`config.mk`:
```
export PLATFORM = sky130hd
export DESIGN_NAME = pmrg_regs
export DESIGN_NICKNAME = d
export VERILOG_FILES = /design/src/core/pmrg_pkg.sv /design/src/core/pmrg_regs.sv
export SDC_FILE = /design/constraint.sdc
export NUM_CORES = 1
export LEC_CHECK = 0
export BUFFER_PORTS_ARGS = -buffer_cell sky130_fd_sc_hd__clkbuf_2
export CELL_PAD_IN_SITES_DETAIL_PLACEMENT = 0
export CELL_PAD_IN_SITES_GLOBAL_PLACEMENT = 1
export CORE_MARGIN = 1.5
export CORE_UTILIZATION = 42
export DETAILED_ROUTE_END_ITERATION = 10
export PLACE_DENSITY = 0.84
export SLEW_MARGIN = 20
export SYNTH_ARGS = -nofsm -noshare
export SYNTH_HDL_FRONTEND = slang
export SYNTH_SLANG_ARGS = --single-unit
```
`constraint.sdc`:
```
create_clock -name clk -period 3.24 [get_ports clk]
set_input_delay 0.162 -clock clk [delete_from_list [all_inputs] [get_ports clk]]
set_output_delay 0.162 -clock clk [all_outputs]
set_load 0.01 [all_outputs]
```
`src/core/pmrg_pkg.sv`:
```
/*
  Package of the regulator and day-alarm register slice: register
  indexes, field layouts as packed structs, reset values.
  Assumes a 24-bit register word reached by register index.
*/
package pmrg_pkg;

  localparam int ADDR_W = 8;
  localparam int DATA_W = 24;

  // Register indexes, used directly as the port address
  localparam logic [7:0] OFS_DAY_ALARM = 8'h17;
  localparam logic [7:0] OFS_B1A_VOLT = 8'h18;
  localparam logic [7:0] OFS_B23_VOLT = 8'h19;
  localparam logic [7:0] OFS_B4_VOLT = 8'h1a;
  localparam logic [7:0] OFS_B5_VOLT = 8'h1b;
  localparam logic [7:0] OFS_MODE12 = 8'h1c;
  localparam logic [7:0] OFS_MODE345 = 8'h1d;
  localparam logic [7:0] OFS_LINEAR = 8'h1e;

  // Reset values
  localparam logic [14:0] DAY_ALARM_RST = 15'h7fff;
  localparam logic [3:0] MODE_RST = 4'ha;
  localparam logic [3:0] MODE_OFF = 4'h0;
  localparam logic [1:0] RAMP_RST = 2'h1;
  localparam logic PLL_EN_RST = 1'b1;
  localparam logic PLL_X_RST = 1'b0;
  localparam logic HOLD_OFF_RST = 1'b0;
  localparam logic [4:0] B4B_STBY_RST = 5'h00;
  localparam logic [1:0] B4B_HI_RST = 2'h0;
  localparam int NUM_BUCKS = 6;

  typedef struct packed {
    logic [5:0] stby;
    logic [5:0] norm;
  } pmrg_b1a_s;

  typedef struct packed {
    logic [4:0] b3Stby;
    logic [4:0] b3Norm;
    logic [5:0] b2Stby;
    logic [5:0] b2Norm;
  } pmrg_b23_s;

  typedef struct packed {
    logic [1:0] bHi;
    logic [4:0] bStby;
    logic [4:0] bNorm;
    logic [1:0] aHi;
    logic [4:0] aStby;
    logic [4:0] aNorm;
  } pmrg_b4_s;

  typedef struct packed {
    logic [4:0] stby;
    logic [4:0] norm;
  } pmrg_b5_s;

  // One buck's mode field with its memory-hold and user-off bits
  typedef struct packed {
    logic userOff;
    logic memHold;
    logic [3:0] opMode;
  } pmrg_mode_s;

  typedef struct packed {
    logic switcher_pll_multiplier;
    logic switcher_pll_enable;
    logic [1:0] ramp2;
    pmrg_mode_s b2;
    logic [1:0] ramp1;
    pmrg_mode_s b1a;
  } pmrg_mode12_s;

  typedef struct packed {
    pmrg_mode_s b5;
    pmrg_mode_s b4b;
    pmrg_mode_s b4a;
    pmrg_mode_s b3;
  } pmrg_mode345_s;

  typedef struct packed {
    logic [1:0] usb2;
    logic [1:0] pll;
    logic [2:0] gen2;
    logic [1:0] dac;
    logic [2:0] gen1;
  } pmrg_lin_s;

  localparam pmrg_lin_s LIN_RST = '0;

  typedef struct packed {
    logic [14:0] dayAlarm;
    pmrg_b1a_s b1a;
    pmrg_b23_s b23;
    pmrg_b4_s b4;
    pmrg_b5_s b5;
    pmrg_mode12_s mode12;
    pmrg_mode345_s mode345;
    pmrg_lin_s lin;
  } pmrg_cfg_s;

  // Voltage images the startup sequencer loads
  typedef struct packed {
    pmrg_b1a_s b1a;
    pmrg_b23_s b23;
    pmrg_b4_s b4;
    pmrg_b5_s b5;
  } pmrg_seq_s;

  typedef struct packed {
    pmrg_cfg_s cfg;
    logic [23:0] rdData;
    logic [1:0] porSync;
    logic [1:0] offSync;
    logic [5:0] pums0;
    logic [5:0] pums1;
  } pmrg_state_s;

endpackage : pmrg_pkg

```
`src/core/pmrg_regs.sv`:
```
/*
  Register slice for the day alarm and the buck and linear regulator
  settings of a power-management chip.
  Assumes a same-clock host port and sequencer strobe; the two reset
  pins and the mode-select pins are asynchronous and are synchronised.
*/
`timescale 1ns/10ps

module pmrg_regs #(
  parameter logic [3:0] APS_CODE = 4'ha
) (
  input wire logic clk,
  input wire logic reset,
  input wire logic rtcPowerOnResetN,
  input wire logic offStateResetN,
  input wire logic [5:0] powerUpModeSelect,
  input wire logic seqLoad,
  input wire pmrg_pkg::pmrg_seq_s seqVoltage,
  input wire logic [7:0] regAddr,
  input wire logic [23:0] regWrData,
  input wire logic regWrite,
  input wire logic regRead,
  output logic [23:0] regRdData,
  output pmrg_pkg::pmrg_cfg_s cfg
);

  // A disabled buck must be told apart from auto pulse skip
  if (APS_CODE == pmrg_pkg::MODE_OFF) begin : gBadApsCode
    $error("APS_CODE must differ from the off code");
  end

  pmrg_pkg::pmrg_state_s state_reg;
  pmrg_pkg::pmrg_state_s state_next;

  // Builds the 24-bit read image; unused positions stay zero
  function automatic logic [23:0] readWord(
    input pmrg_pkg::pmrg_cfg_s c,
    input logic [7:0] a
  );
    logic [23:0] w;
    w = 24'h000000;
    case (a)
      pmrg_pkg::OFS_DAY_ALARM: w = {9'h000, c.dayAlarm};
      pmrg_pkg::OFS_B1A_VOLT: w = {12'h000, c.b1a};
      pmrg_pkg::OFS_B23_VOLT: begin
        w = {1'b0, c.b23.b3Stby, 1'b0, c.b23.b3Norm,
             c.b23.b2Stby, c.b23.b2Norm};
      end
      pmrg_pkg::OFS_B4_VOLT: w = c.b4;
      pmrg_pkg::OFS_B5_VOLT: begin
        w = {9'h000, c.b5.stby, 5'h00, c.b5.norm};
      end
      pmrg_pkg::OFS_MODE12: begin
        w = {c.mode12.switcher_pll_multiplier, c.mode12.switcher_pll_enable, c.mode12.ramp2,
             c.mode12.b2, 6'h00, c.mode12.ramp1,
             c.mode12.b1a};
      end
      pmrg_pkg::OFS_MODE345: w = c.mode345;
      pmrg_pkg::OFS_LINEAR: begin
        w = {11'h000, c.lin.usb2, c.lin.pll, c.lin.gen2,
             c.lin.dac, 1'b0, c.lin.gen1};
      end
      default: w = 24'h000000;
    endcase
    return w;
  endfunction : readWord

  // Mode value that the sequencer gives a buck from its select pin
  function automatic logic [3:0] seqMode(input logic enabled);
    return enabled ? APS_CODE : pmrg_pkg::MODE_OFF;
  endfunction : seqMode

  // Next-state logic: host write, then sequencer, then the resets,
  // so that a reset overrides a same-cycle write to the bits it loads
  always_comb begin
    state_next = state_reg;
    // Asynchronous pins pass two flops before any use
    state_next.porSync = {state_reg.porSync[0], ~rtcPowerOnResetN};
    state_next.offSync = {state_reg.offSync[0], ~offStateResetN};
    state_next.pums0 = powerUpModeSelect;
    state_next.pums1 = state_reg.pums0;
    // Read data stands for one cycle only
    state_next.rdData = regRead ?
      readWord(state_reg.cfg, regAddr) : 24'h000000;

    // Host writes; unused bits are simply not stored
    if (regWrite) begin
      case (regAddr)
        pmrg_pkg::OFS_DAY_ALARM: begin
          state_next.cfg.dayAlarm = regWrData[14:0];
        end
        pmrg_pkg::OFS_B1A_VOLT: begin
          state_next.cfg.b1a = regWrData[11:0];
        end
        pmrg_pkg::OFS_B23_VOLT: begin
          state_next.cfg.b23.b2Norm = regWrData[5:0];
          state_next.cfg.b23.b2Stby = regWrData[11:6];
          state_next.cfg.b23.b3Norm = regWrData[16:12];
          state_next.cfg.b23.b3Stby = regWrData[22:18];
        end
        pmrg_pkg::OFS_B4_VOLT: begin
          state_next.cfg.b4 = regWrData;
        end
        pmrg_pkg::OFS_B5_VOLT: begin
          state_next.cfg.b5.norm = regWrData[4:0];
          state_next.cfg.b5.stby = regWrData[14:10];
        end
        pmrg_pkg::OFS_MODE12: begin
          state_next.cfg.mode12.b1a = regWrData[5:0];
          state_next.cfg.mode12.ramp1 = regWrData[7:6];
          state_next.cfg.mode12.b2 = regWrData[19:14];
          state_next.cfg.mode12.ramp2 = regWrData[21:20];
          state_next.cfg.mode12.switcher_pll_enable = regWrData[22];
          state_next.cfg.mode12.switcher_pll_multiplier = regWrData[23];
        end
        pmrg_pkg::OFS_MODE345: begin
          state_next.cfg.mode345 = regWrData;
        end
        pmrg_pkg::OFS_LINEAR: begin
          state_next.cfg.lin.gen1 = regWrData[2:0];
          state_next.cfg.lin.dac = regWrData[5:4];
          state_next.cfg.lin.gen2 = regWrData[8:6];
          state_next.cfg.lin.pll = regWrData[10:9];
          state_next.cfg.lin.usb2 = regWrData[12:11];
        end
        default: begin
          state_next.cfg = state_next.cfg; // Unmapped: ignored
        end
      endcase
    end

    // Startup sequencer loads all four voltage registers and the modes
    if (seqLoad) begin
      state_next.cfg.b1a = seqVoltage.b1a;
      state_next.cfg.b23 = seqVoltage.b23;
      state_next.cfg.b4 = seqVoltage.b4;
      state_next.cfg.b5 = seqVoltage.b5;
      state_next.cfg.mode12.b1a.opMode =
        seqMode(state_reg.pums1[0]);
      state_next.cfg.mode12.b2.opMode = seqMode(state_reg.pums1[1]);
      state_next.cfg.mode345.b3.opMode = seqMode(state_reg.pums1[2]);
      state_next.cfg.mode345.b4a.opMode = seqMode(state_reg.pums1[3]);
      state_next.cfg.mode345.b4b.opMode = seqMode(state_reg.pums1[4]);
      state_next.cfg.mode345.b5.opMode = seqMode(state_reg.pums1[5]);
    end

    // Off-state reset clears only the hold and user-off bits
    if (state_reg.offSync[1]) begin
      state_next.cfg.mode12.b1a.memHold = pmrg_pkg::HOLD_OFF_RST;
      state_next.cfg.mode12.b1a.userOff = pmrg_pkg::HOLD_OFF_RST;
      state_next.cfg.mode12.b2.memHold = pmrg_pkg::HOLD_OFF_RST;
      state_next.cfg.mode12.b2.userOff = pmrg_pkg::HOLD_OFF_RST;
      state_next.cfg.mode345.b3.memHold = pmrg_pkg::HOLD_OFF_RST;
      state_next.cfg.mode345.b3.userOff = pmrg_pkg::HOLD_OFF_RST;
      state_next.cfg.mode345.b4a.memHold = pmrg_pkg::HOLD_OFF_RST;
      state_next.cfg.mode345.b4a.userOff = pmrg_pkg::HOLD_OFF_RST;
      state_next.cfg.mode345.b4b.memHold = pmrg_pkg::HOLD_OFF_RST;
      state_next.cfg.mode345.b4b.userOff = pmrg_pkg::HOLD_OFF_RST;
      state_next.cfg.mode345.b5.memHold = pmrg_pkg::HOLD_OFF_RST;
      state_next.cfg.mode345.b5.userOff = pmrg_pkg::HOLD_OFF_RST;
    end

    // System reset; voltages without a reset keep their value. The reset-pin
    // synchronisers keep running, so a reset pin is never lost under it
    if (reset) begin
      state_next.cfg.mode12.b1a.opMode = pmrg_pkg::MODE_RST;
      state_next.cfg.mode12.b2.opMode = pmrg_pkg::MODE_RST;
      state_next.cfg.mode345.b3.opMode = pmrg_pkg::MODE_RST;
      state_next.cfg.mode345.b4a.opMode = pmrg_pkg::MODE_RST;
      state_next.cfg.mode345.b4b.opMode = pmrg_pkg::MODE_RST;
      state_next.cfg.mode345.b5.opMode = pmrg_pkg::MODE_RST;
      state_next.cfg.mode12.ramp1 = pmrg_pkg::RAMP_RST;
      state_next.cfg.mode12.ramp2 = pmrg_pkg::RAMP_RST;
      state_next.cfg.mode12.switcher_pll_enable = pmrg_pkg::PLL_EN_RST;
      state_next.cfg.mode12.switcher_pll_multiplier = pmrg_pkg::PLL_X_RST;
      state_next.cfg.b4.bStby = pmrg_pkg::B4B_STBY_RST;
      state_next.cfg.b4.bHi = pmrg_pkg::B4B_HI_RST;
      state_next.cfg.lin = pmrg_pkg::LIN_RST;
      state_next.rdData = 24'h000000;
      state_next.pums0 = 6'h00;
      state_next.pums1 = 6'h00;
    end

    // Only the RTC power-on reset restores the day alarm; a global
    // reset passes through the system reset and leaves it alone
    if (state_reg.porSync[1]) begin
      state_next.cfg.dayAlarm = pmrg_pkg::DAY_ALARM_RST;
    end
  end

  // Single state register
  always_ff @(posedge clk) begin
    state_reg <= state_next;
  end

  assign regRdData = state_reg.rdData;
  assign cfg = state_reg.cfg;
endmodule : pmrg_regs

```
==> insert_results.sql, run 1 <==
INSERT INTO impl_metrics (metric_group, metric, value, unit) VALUES
('pwr', 'leakage', '0.00431', 'uW'),
('synthesis', 'predominant_post_synthesis_flop_cell', 'dfxtp_1', ''),
('floorplan', 'start_util', '0.429', ''),
('cells_and_area', 'synthToLayoutAreaGrowth', '13.5', '%'),
('synthesis', 'synth_fp_nets', '978', ''),
('timing', 'period_share', '0.613', ''),
('global_route', 'grt_first_pass_wirelength', '41300', 'um'),
('synthesis', 'postSynth.asyncResetShare', '0', ''),
('synthesis', 'syn-cell-area', '8710', 'um^2'),
('timing', 'period_needed', '1.99', 'ns'),
('clocking', 'clk_pin_slew', '0.07', 'ns'),
('floorplan', 'rows', '52', ''),
('synthesis', 'ys_ff_latch', '177', ''),
('global_route', 'grt_antenna_before_repair', '2', ''),
('cells_and_area', 'nNetsFinal', '1087', ''),
('status', 'outcome', 'completed', ''),
('cells_and_area', 'drive_gt1_frac', '0.349', ''),
('timing', 'relSlewSlack', '0.311', ''),
('timing', 'timing_worst_slew_pin_value', '1.03', 'ns'),
('timing', 'timing_max_transition_violations_final', '0', ''),
('clocking', 'root_buffer', 'clkbuf_16', ''),
('clocking', 'cts.path.max_buffers', '2', ''),
('clocking', 'tritoncts', 'built', ''),
('pwr', 'power_report.internal_total', '3730', 'uW'),
('timing', 'clock-skew-final', '0.0108', 'ns'),
('pwr', 'power.density', '510', 'nW/um^2'),
('synthesis', 'synth-edff-count', '61', ''),
('synthesis', 'ys.warnings.count', '0', ''),
('global_route', 'global_route.overflow_total', '0', ''),
('clocking', 'cts_sinks', '177', ''),
('pwr', 'combinationalPowerShare', '0.117', ''),
('critical_path', 'cp_data_required_time', '3.61', 'ns'),
('clocking', 'worstSkewPairLatency', '0.44', 'ns'),
('pwr', 'power.share.switching', '0.261', ''),
('cells_and_area', 'largest_register_ffs', '137', ''),
('clocking', 'ctsHtreeMaxLevel', '4', ''),
('routing', 'vias_after_detailed_routing', '6996', ''),
('floorplan', 'placeable_area', '20300', 'um^2'),
('clocking', 'cts.hold.buffers_added', '20', ''),
('floorplan', 'floorplan.die_area', '21600', 'um^2'),
('synthesis', 'synth-seq-area-share', '0.477', ''),
('floorplan', 'chipWidth', '147', 'um'),
('global_route', 'vias_in_the_first_global_route', '6767', ''),
('synthesis', 'post_synth.cell_area_avg', '10.1', 'um^2'),
('pwr', 'power.ir.vdd_worst', '0.000340', 'V'),
('global_route', 'grt_max_degree', '60', ''),
('critical_path', 'critical_path.max_stage_delay', '0.55', 'ns'),
('critical_path', 'critPathBufInv', '2', ''),
('placement', 'place_hpwl', '20600', 'um'),
('clocking', 'cts_buffers', '17', ''),
('routing', 'detail_route.drc_violations', '0', ''),
('placement', 'routability_driven_placement_congestion_ratio', '0.893', ''),
('flow_run', 'cap_violations', '0', ''),
('timing', 'setup_viol', '0', ''),
('pwr', 'clock_power_share', '0.389', ''),
('cells_and_area', 'most-common-layout-cells', 'clkbuf_2, dfxtp_1, nand2_1', ''),
('global_route', 'grt_usage', '0.258', ''),
('timing', 'hold_viol', '0', ''),
('clocking', 'post_cts_resize_count', '0', ''),
('pwr', 'report.power.total', '5040', 'uW'),
('placement', 'quantity_of_i_o_buffers_inserted_on_ports', '273', ''),
('routing', 'detail_route.wirelength', '28300', 'um'),
('critical_path', 'cp_slowest_cell', 'nor2b_4', ''),
('timing', 'rsz0062_at_grt', 'false', ''),
('cells_and_area', 'layout_commonest_cell', 'clkbuf_2', ''),
('critical_path', 'data_arrival_critical_path', '2.35', 'ns'),
('timing', 'fmaxAchievable', '504', 'MHz'),
('critical_path', 'setup.worst_path.start_class', 'primary input', ''),
('routing', 'wl_per_cell', '22.5', 'um'),
('critical_path', 'crit_path_end_kind', 'flip-flop', ''),
('routing', 'drt_first_pass_iters', '5', '');
worst register-to-register path: cells and delay by family, from the launching register on:
kind | cells | cell delay [ns]
and+or+nand+nor | 1 | 0.45
AOI/OAI and AO/OA | 3 | 0.55
DFF | 1 | 0.38
cells in the mapped netlist, types with 2 or more instances:
| cell type | n | area share |
|---|---|---|
| a211o_1 | 3 | 0.0030 |
| a21o_1 | 8 | 0.0069 |
| a21oi_1 | 36 | 0.021 |
| a221o_1 | 12 | 0.014 |
| a221oi_1 | 12 | 0.012 |
| a222oi_1 | 2 | 0.0023 |
| a22o_1 | 81 | 0.081 |
| a22oi_1 | 19 | 0.016 |
| a311oi_1 | 3 | 0.0030 |
| a31oi_1 | 10 | 0.0072 |
| a32o_1 | 3 | 0.0034 |
| a32oi_1 | 3 | 0.0030 |
| and2_1 | 3 | 0.0022 |
| and3_1 | 8 | 0.0057 |
| and3b_1 | 2 | 0.0020 |
| and4b_1 | 2 | 0.0023 |
| buf_1 | 6 | 0.0026 |
| buf_2 | 12 | 0.0069 |
| buf_4 | 164 | 0.14 |
| clkbuf_1 | 44 | 0.019 |
| dfxtp_1 | 116 | 0.27 |
| edfxtp_1 | 61 | 0.21 |
| inv_1 | 11 | 0.0047 |
| mux2_2 | 10 | 0.013 |
| mux2i_1 | 18 | 0.021 |
| nand2_1 | 105 | 0.045 |
| nand2b_1 | 3 | 0.0022 |
| nand3_1 | 8 | 0.0046 |
| nand3b_1 | 18 | 0.016 |
| nand4b_1 | 3 | 0.0030 |
| nor2_1 | 20 | 0.0086 |
| nor2b_1 | 22 | 0.016 |
| nor3_1 | 4 | 0.0023 |
| o21ai_0 | 9 | 0.0052 |
| o22a_1 | 3 | 0.0030 |
| o2bb2ai_1 | 4 | 0.0040 |
layer usage:
layer	GRT usage	up-vias	wire length (um)
met2	0.413	387	13400
met5	0	-	0
met3	0.0674	44	2660
met1	0.339	3383	11600
li1	-	3182	-
met4	0.0875	0	579
cells by family (layout without fill, tap and decap cells):
family / after synthesis / count (layout) / synth area share
muxes: 29 / 29 / 0.0362
xor gates and xnor gates: 1 / 1 / 0.00101
DFF: 177 / 177 / 0.477
and+or+nand+nor: 210 / 210 / 0.123
buffers and inverters: 237 / 359 / 0.175
AOI/OAI and AO/OA: 211 / 211 / 0.188
other: 0 / 1 / 0
final timing paths:
check | from | to | cells after the start
hold reg to reg | state_next[13] | state_reg[13] | 0
setup reg to reg | cfg[120] | regRdData[10] | 4
hold / removal | regWrData[22] | cfg[34] | 3
setup / recovery | regWrite | cfg[38] | 6
power by group through the flow:
stage          Sequential, uW  Combinational [uW]  Clock (uW)
2_1_floorplan            2500                 413           0
3_3_place_gp             2530                 562           0
3_5_place_dp             2540                 566           0
4_1_cts                  2490                 587        1970
5_1_grt                  2500                 630        2070
6_report                 2490                 591        1960
through the flow:
step	utilization	std cells	cell area [um^2]	hold slack [ns]
final	0.487	1258	9890	0.0158
after global routing	0.487	1258	9890	0.0105
after CTS	0.487	1257	9890	0.000864
after detailed placement	0.450	1205	9140	0.307
after global placement	0.450	1205	9140	0.305
after floorplan	-	865	8710	0.219
area by class of cell:
| cell class | instances | area [um^2] |
|---|---|---|
| fillers | 1933 | 10400 |
| flip-flops and latches | 177 | 4150 |
| multi-input cells | 451 | 3070 |
| repair buffers | 316 | 1740 |
| clock buffers | 20 | 437 |
| well taps | 270 | 338 |
| clock inverters | 12 | 111 |
| inverters | 11 | 41.3 |
| diodes | 1 | 2.50 |
(Power assumes the default switching activity.)
==> inputs of run 2 (changes only) <==
--- a/config.mk
+++ b/config.mk
@@ -5,13 +5,14 @@
 export SDC_FILE = /design/constraint.sdc
 export NUM_CORES = 1
 export LEC_CHECK = 0
+export ABC_AREA = 1
 export BUFFER_PORTS_ARGS = -buffer_cell sky130_fd_sc_hd__clkbuf_2
 export CELL_PAD_IN_SITES_DETAIL_PLACEMENT = 0
 export CELL_PAD_IN_SITES_GLOBAL_PLACEMENT = 1
 export CORE_MARGIN = 1.5
-export CORE_UTILIZATION = 42
+export CORE_UTILIZATION = 37
 export DETAILED_ROUTE_END_ITERATION = 10
-export PLACE_DENSITY = 0.84
+export PLACE_DENSITY = 0.79
 export SLEW_MARGIN = 20
 export SYNTH_ARGS = -nofsm -noshare
 export SYNTH_HDL_FRONTEND = slang
==> constraint.sdc (replaced) <==
create_clock -name clk -period 2.07 [get_ports clk]
set_input_delay 0.1035 -clock clk [delete_from_list [all_inputs] [get_ports clk]]
set_output_delay 0.1035 -clock clk [all_outputs]
set_load 0.01 [all_outputs]
==> insert_results.sql, run 2 <==
INSERT INTO impl_metrics (metric_group, metric, value, unit) VALUES
('critical_path', 'crit_type', 'primary input to flip-flop', ''),
('synthesis', 'syn-cell-area', '8850', 'um^2'),
('global_route', 'global_route.overflow_total', '0', ''),
('routing', 'routed_via_density', '4.78', ''),
('critical_path', 'cp_slowest_cell', 'dlygate4sd3_1', ''),
('min_path', 'hold_wc_path_type', 'primary input to flip-flop', ''),
('timing', 'fmaxAchievable', '786', 'MHz'),
('pwr', 'power.density', '735', 'nW/um^2'),
('routing', 'detail_route.wirelength', '29300', 'um'),
('synthesis', 'post-synth-top-area-fraction', '0.262', ''),
('cells_and_area', 'largest_register_ffs', '137', ''),
('timing', 'period_share', '0.615', ''),
('routing', 'drt.antenna.violating_nets', '0', ''),
('routing', 'drtIter0Drc', '522', ''),
('clocking', 'cts.path.max_buffers', '2', ''),
('timing', 'clock-skew-final', '0.0128', 'ns'),
('cells_and_area', 'stdcell_count', '1665', ''),
('synthesis', 'yosys.area.top_type', 'dfxtp_1', ''),
('timing', 'hold-worst-slack', '0.0194', 'ns'),
('cells_and_area', 'synthToLayoutAreaGrowth', '23.0', '%'),
('clocking', 'cts_buffers', '17', ''),
('global_route', 'vias_in_the_first_global_route', '7736', ''),
('global_route', 'grt_antenna_before_repair', '0', ''),
('synthesis', 'synth-seq-area-share', '0.469', ''),
('timing', 'rsz0062_at_grt', 'false', ''),
('floorplan', 'top_level_ports', '274', ''),
('global_route', 'grt_max_degree', '75', ''),
('cells_and_area', 'n_antenna_cell', '0', ''),
('cells_and_area', 'layout.filler_cells', '2350', ''),
('floorplan', 'floorplan.die_area', '24900', 'um^2'),
('clocking', 'root_buffer', 'clkbuf_16', ''),
('critical_path', 'critical_path.reg2reg.endpoint', 'cfg[126]', ''),
('clocking', 'clk_pin_slew', '0.07', 'ns'),
('floorplan', 'chipWidth', '158', 'um'),
('clocking', 'tritoncts', 'built', ''),
('critical_path', 'cp_data_required_time', '2.25', 'ns'),
('synthesis', 'synthesized_instance_count', '1132', ''),
('synthesis', 'ys_ff_latch', '177', ''),
('cells_and_area', 'fin_util', '0.464', ''),
('timing', 'timing_max_transition_violations_final', '0', ''),
('critical_path', 'worst-r2r-setup-slack', '1.04', 'ns'),
('synthesis', 'postSynth.asyncResetShare', '0', ''),
('clocking', 'post_cts_buffers', '0', ''),
('status', 'outcome', 'completed', ''),
('min_path', 'min_path_cells', '3', ''),
('placement', 'quantity_of_i_o_buffers_inserted_on_ports', '273', ''),
('critical_path', 'crit_path_cell_trace', 'clkbuf_2 > inv_2 > nor2_4 > buf_4 > nand2_1 > nand2_1 > dlygate4sd3_1', ''),
('timing', 'setup_viol', '0', ''),
('floorplan', 'placeable_area', '23500', 'um^2'),
('critical_path', 'setup.worst_path.start_class', 'primary input', ''),
('global_route', 'grt_first_pass_wirelength', '43400', 'um'),
('min_path', 'hold_path_startpoint', 'regWrData[7]', ''),
('placement', 'place_worst_setup_slack', '0.452', 'ns'),
('placement', 'place_hpwl', '20300', 'um'),
('min_path', 'whs_endpoint', 'cfg[129]', ''),
('synthesis', 'netlist_top_cells_count', 'nand2_1, buf_4, nand3_1', ''),
('synthesis', 'ys.warnings.count', '0', ''),
('timing', 'timing_worst_slew_pin_value', '0.593', 'ns'),
('global_route', 'grt_usage', '0.234', ''),
('floorplan', 'fp.dieH', '158', 'um'),
('timing', 'hold_viol', '0', ''),
('timing', 'fin_setup_tns', '0', 'ns'),
('synthesis', 'predominant_post_synthesis_flop_cell', 'dfxtp_1', ''),
('timing', 'period_needed', '1.27', 'ns'),
('critical_path', 'cp-startpoint', 'regWrite', ''),
('clocking', 'cts_sinks', '177', ''),
('cells_and_area', 'seq_area', '4150', 'um^2'),
('synthesis', 'post_synth.cell_area_avg', '7.82', 'um^2'),
('floorplan', 'rows', '56', ''),
('placement', 'placed_cells_incl_taps', '1539', ''),
('cells_and_area', 'drive_gt1_frac', '0.264', ''),
('critical_path', 'ff2ff_path_depth', '2', ''),
('pwr', 'leakage', '0.00530', 'uW'),
('routing', 'vias_after_detailed_routing', '7965', ''),
('cells_and_area', 'most-common-layout-cells', 'nand2_1, clkbuf_2, nand3_1', ''),
('routing', 'wl_per_cell', '17.6', 'um'),
('routing', 'drt_first_pass_iters', '5', ''),
('critical_path', 'critical_path.max_stage_delay', '0.55', 'ns'),
('placement', 'routability_driven_placement_congestion_ratio', '0.831', ''),
('synthesis', 'synth_most_common_cell', 'nand2_1', ''),
('clocking', 'ctsHtreeMaxLevel', '4', ''),
('flow_run', 'cap_violations', '0', ''),
('synthesis', 'synth_fp_nets', '1245', ''),
('timing', 'final.setup.worst_slack', '0.797', 'ns'),
('routing', 'detail_route.drc_violations', '0', ''),
('pwr', 'power.ir.vdd_worst', '0.000484', 'V'),
('critical_path', 'biggest_fanout_along_the_worst_timing_path', '16', ''),
('cells_and_area', 'nNetsFinal', '1446', ''),
('clocking', 'worstSkewPairLatency', '0.42', 'ns'),
('cells_and_area', 'layout_commonest_cell', 'nand2_1', ''),
('synthesis', 'synthTopCellsByArea', 'dfxtp_1, edfxtp_1, buf_4, nand2_1, nand3_1', ''),
('cells_and_area', 'multiInputGateArea', '2980', 'um^2'),
('critical_path', 'crit_path_end_kind', 'flip-flop', ''),
('floorplan', 'start_util', '0.377', ''),
('timing', 'relSlewSlack', '0.605', ''),
('critical_path', 'data_arrival_critical_path', '1.45', 'ns'),
('synthesis', 'synth-edff-count', '61', ''),
('synthesis', 'yosysUniqueCellTypes', '20', ''),
('critical_path', 'worstReg2RegStart', 'state_reg[15]', ''),
('critical_path', 'path_common_cell', 'nand2_1', '');
## run 2: changes by cell type after synthesis, moves of 30 or more
cell,delta
a22o_1,-79
clkbuf_1,-30
inv_1,+46
nand2_1,+232
nand3_1,+162
nor2_1,+57
## run 2: how the worst max path moves through the flow
stage / end / slack [ns] / cells past startpoint
finish: cfg[79] / 0.80 / 7
detailed placement: cfg[73] / 0.45 / 7
global route: cfg[79] / 0.74 / 7
floorplan: cfg[100] / 0.29 / 7
global placement: cfg[102] / 0.49 / 7
CTS: cfg[103] / 0.84 / 7
## run 2: worst max-delay path: cells and delay by family
family                 cells  cell delay (ns)
buffers and inverters      4             1.09
and+or+nand+nor            3             0.23
## run 2: routing by layer
metal,global-route usage,vias to the layer above,part of all wire
li1,-,3864,-
met1,0.296,3738,0.42
met2,0.407,334,0.49
met3,0.0408,29,0.067
met4,0.0714,0,0.024
met5,0,-,0
## run 2: layout make-up
class                   count  area share
inverters                  61      0.0210
repair buffers            397       0.235
clock buffers              17      0.0391
clock inverters            15      0.0134
flip-flops and latches    177       0.381
well taps                 319      0.0367
multi-input cells         679       0.273
## run 2: cells by family (layout without fill, tap and decap cells)
family,count (synthesis),count (layout),synth area share
buf+inv,276,490,0.196
compound gates,78,78,0.0458
simple gates,601,601,0.289
flops,177,177,0.469
## run 2: metrics by stage
stage,area [um^2],total power [uW]
floorplan,8860,4450
global placement,9380,4700
detailed placement,9380,4700
CTS,10900,8030
global route,10900,8260
finish,10900,8010
## run 2: what timing repair did
action	CTS	global route
endpoints found under the hold margin	101	0
gates resized for setup	0	0
hold buffers	94	0
## run 2: power by group
group          internal [uW]  leakage [uW]  switching, uW  total, uW
Combinational            384       0.00348            512        896
Clock                   1700      0.000277           1530       3230
Sequential              3770       0.00154            104       3870
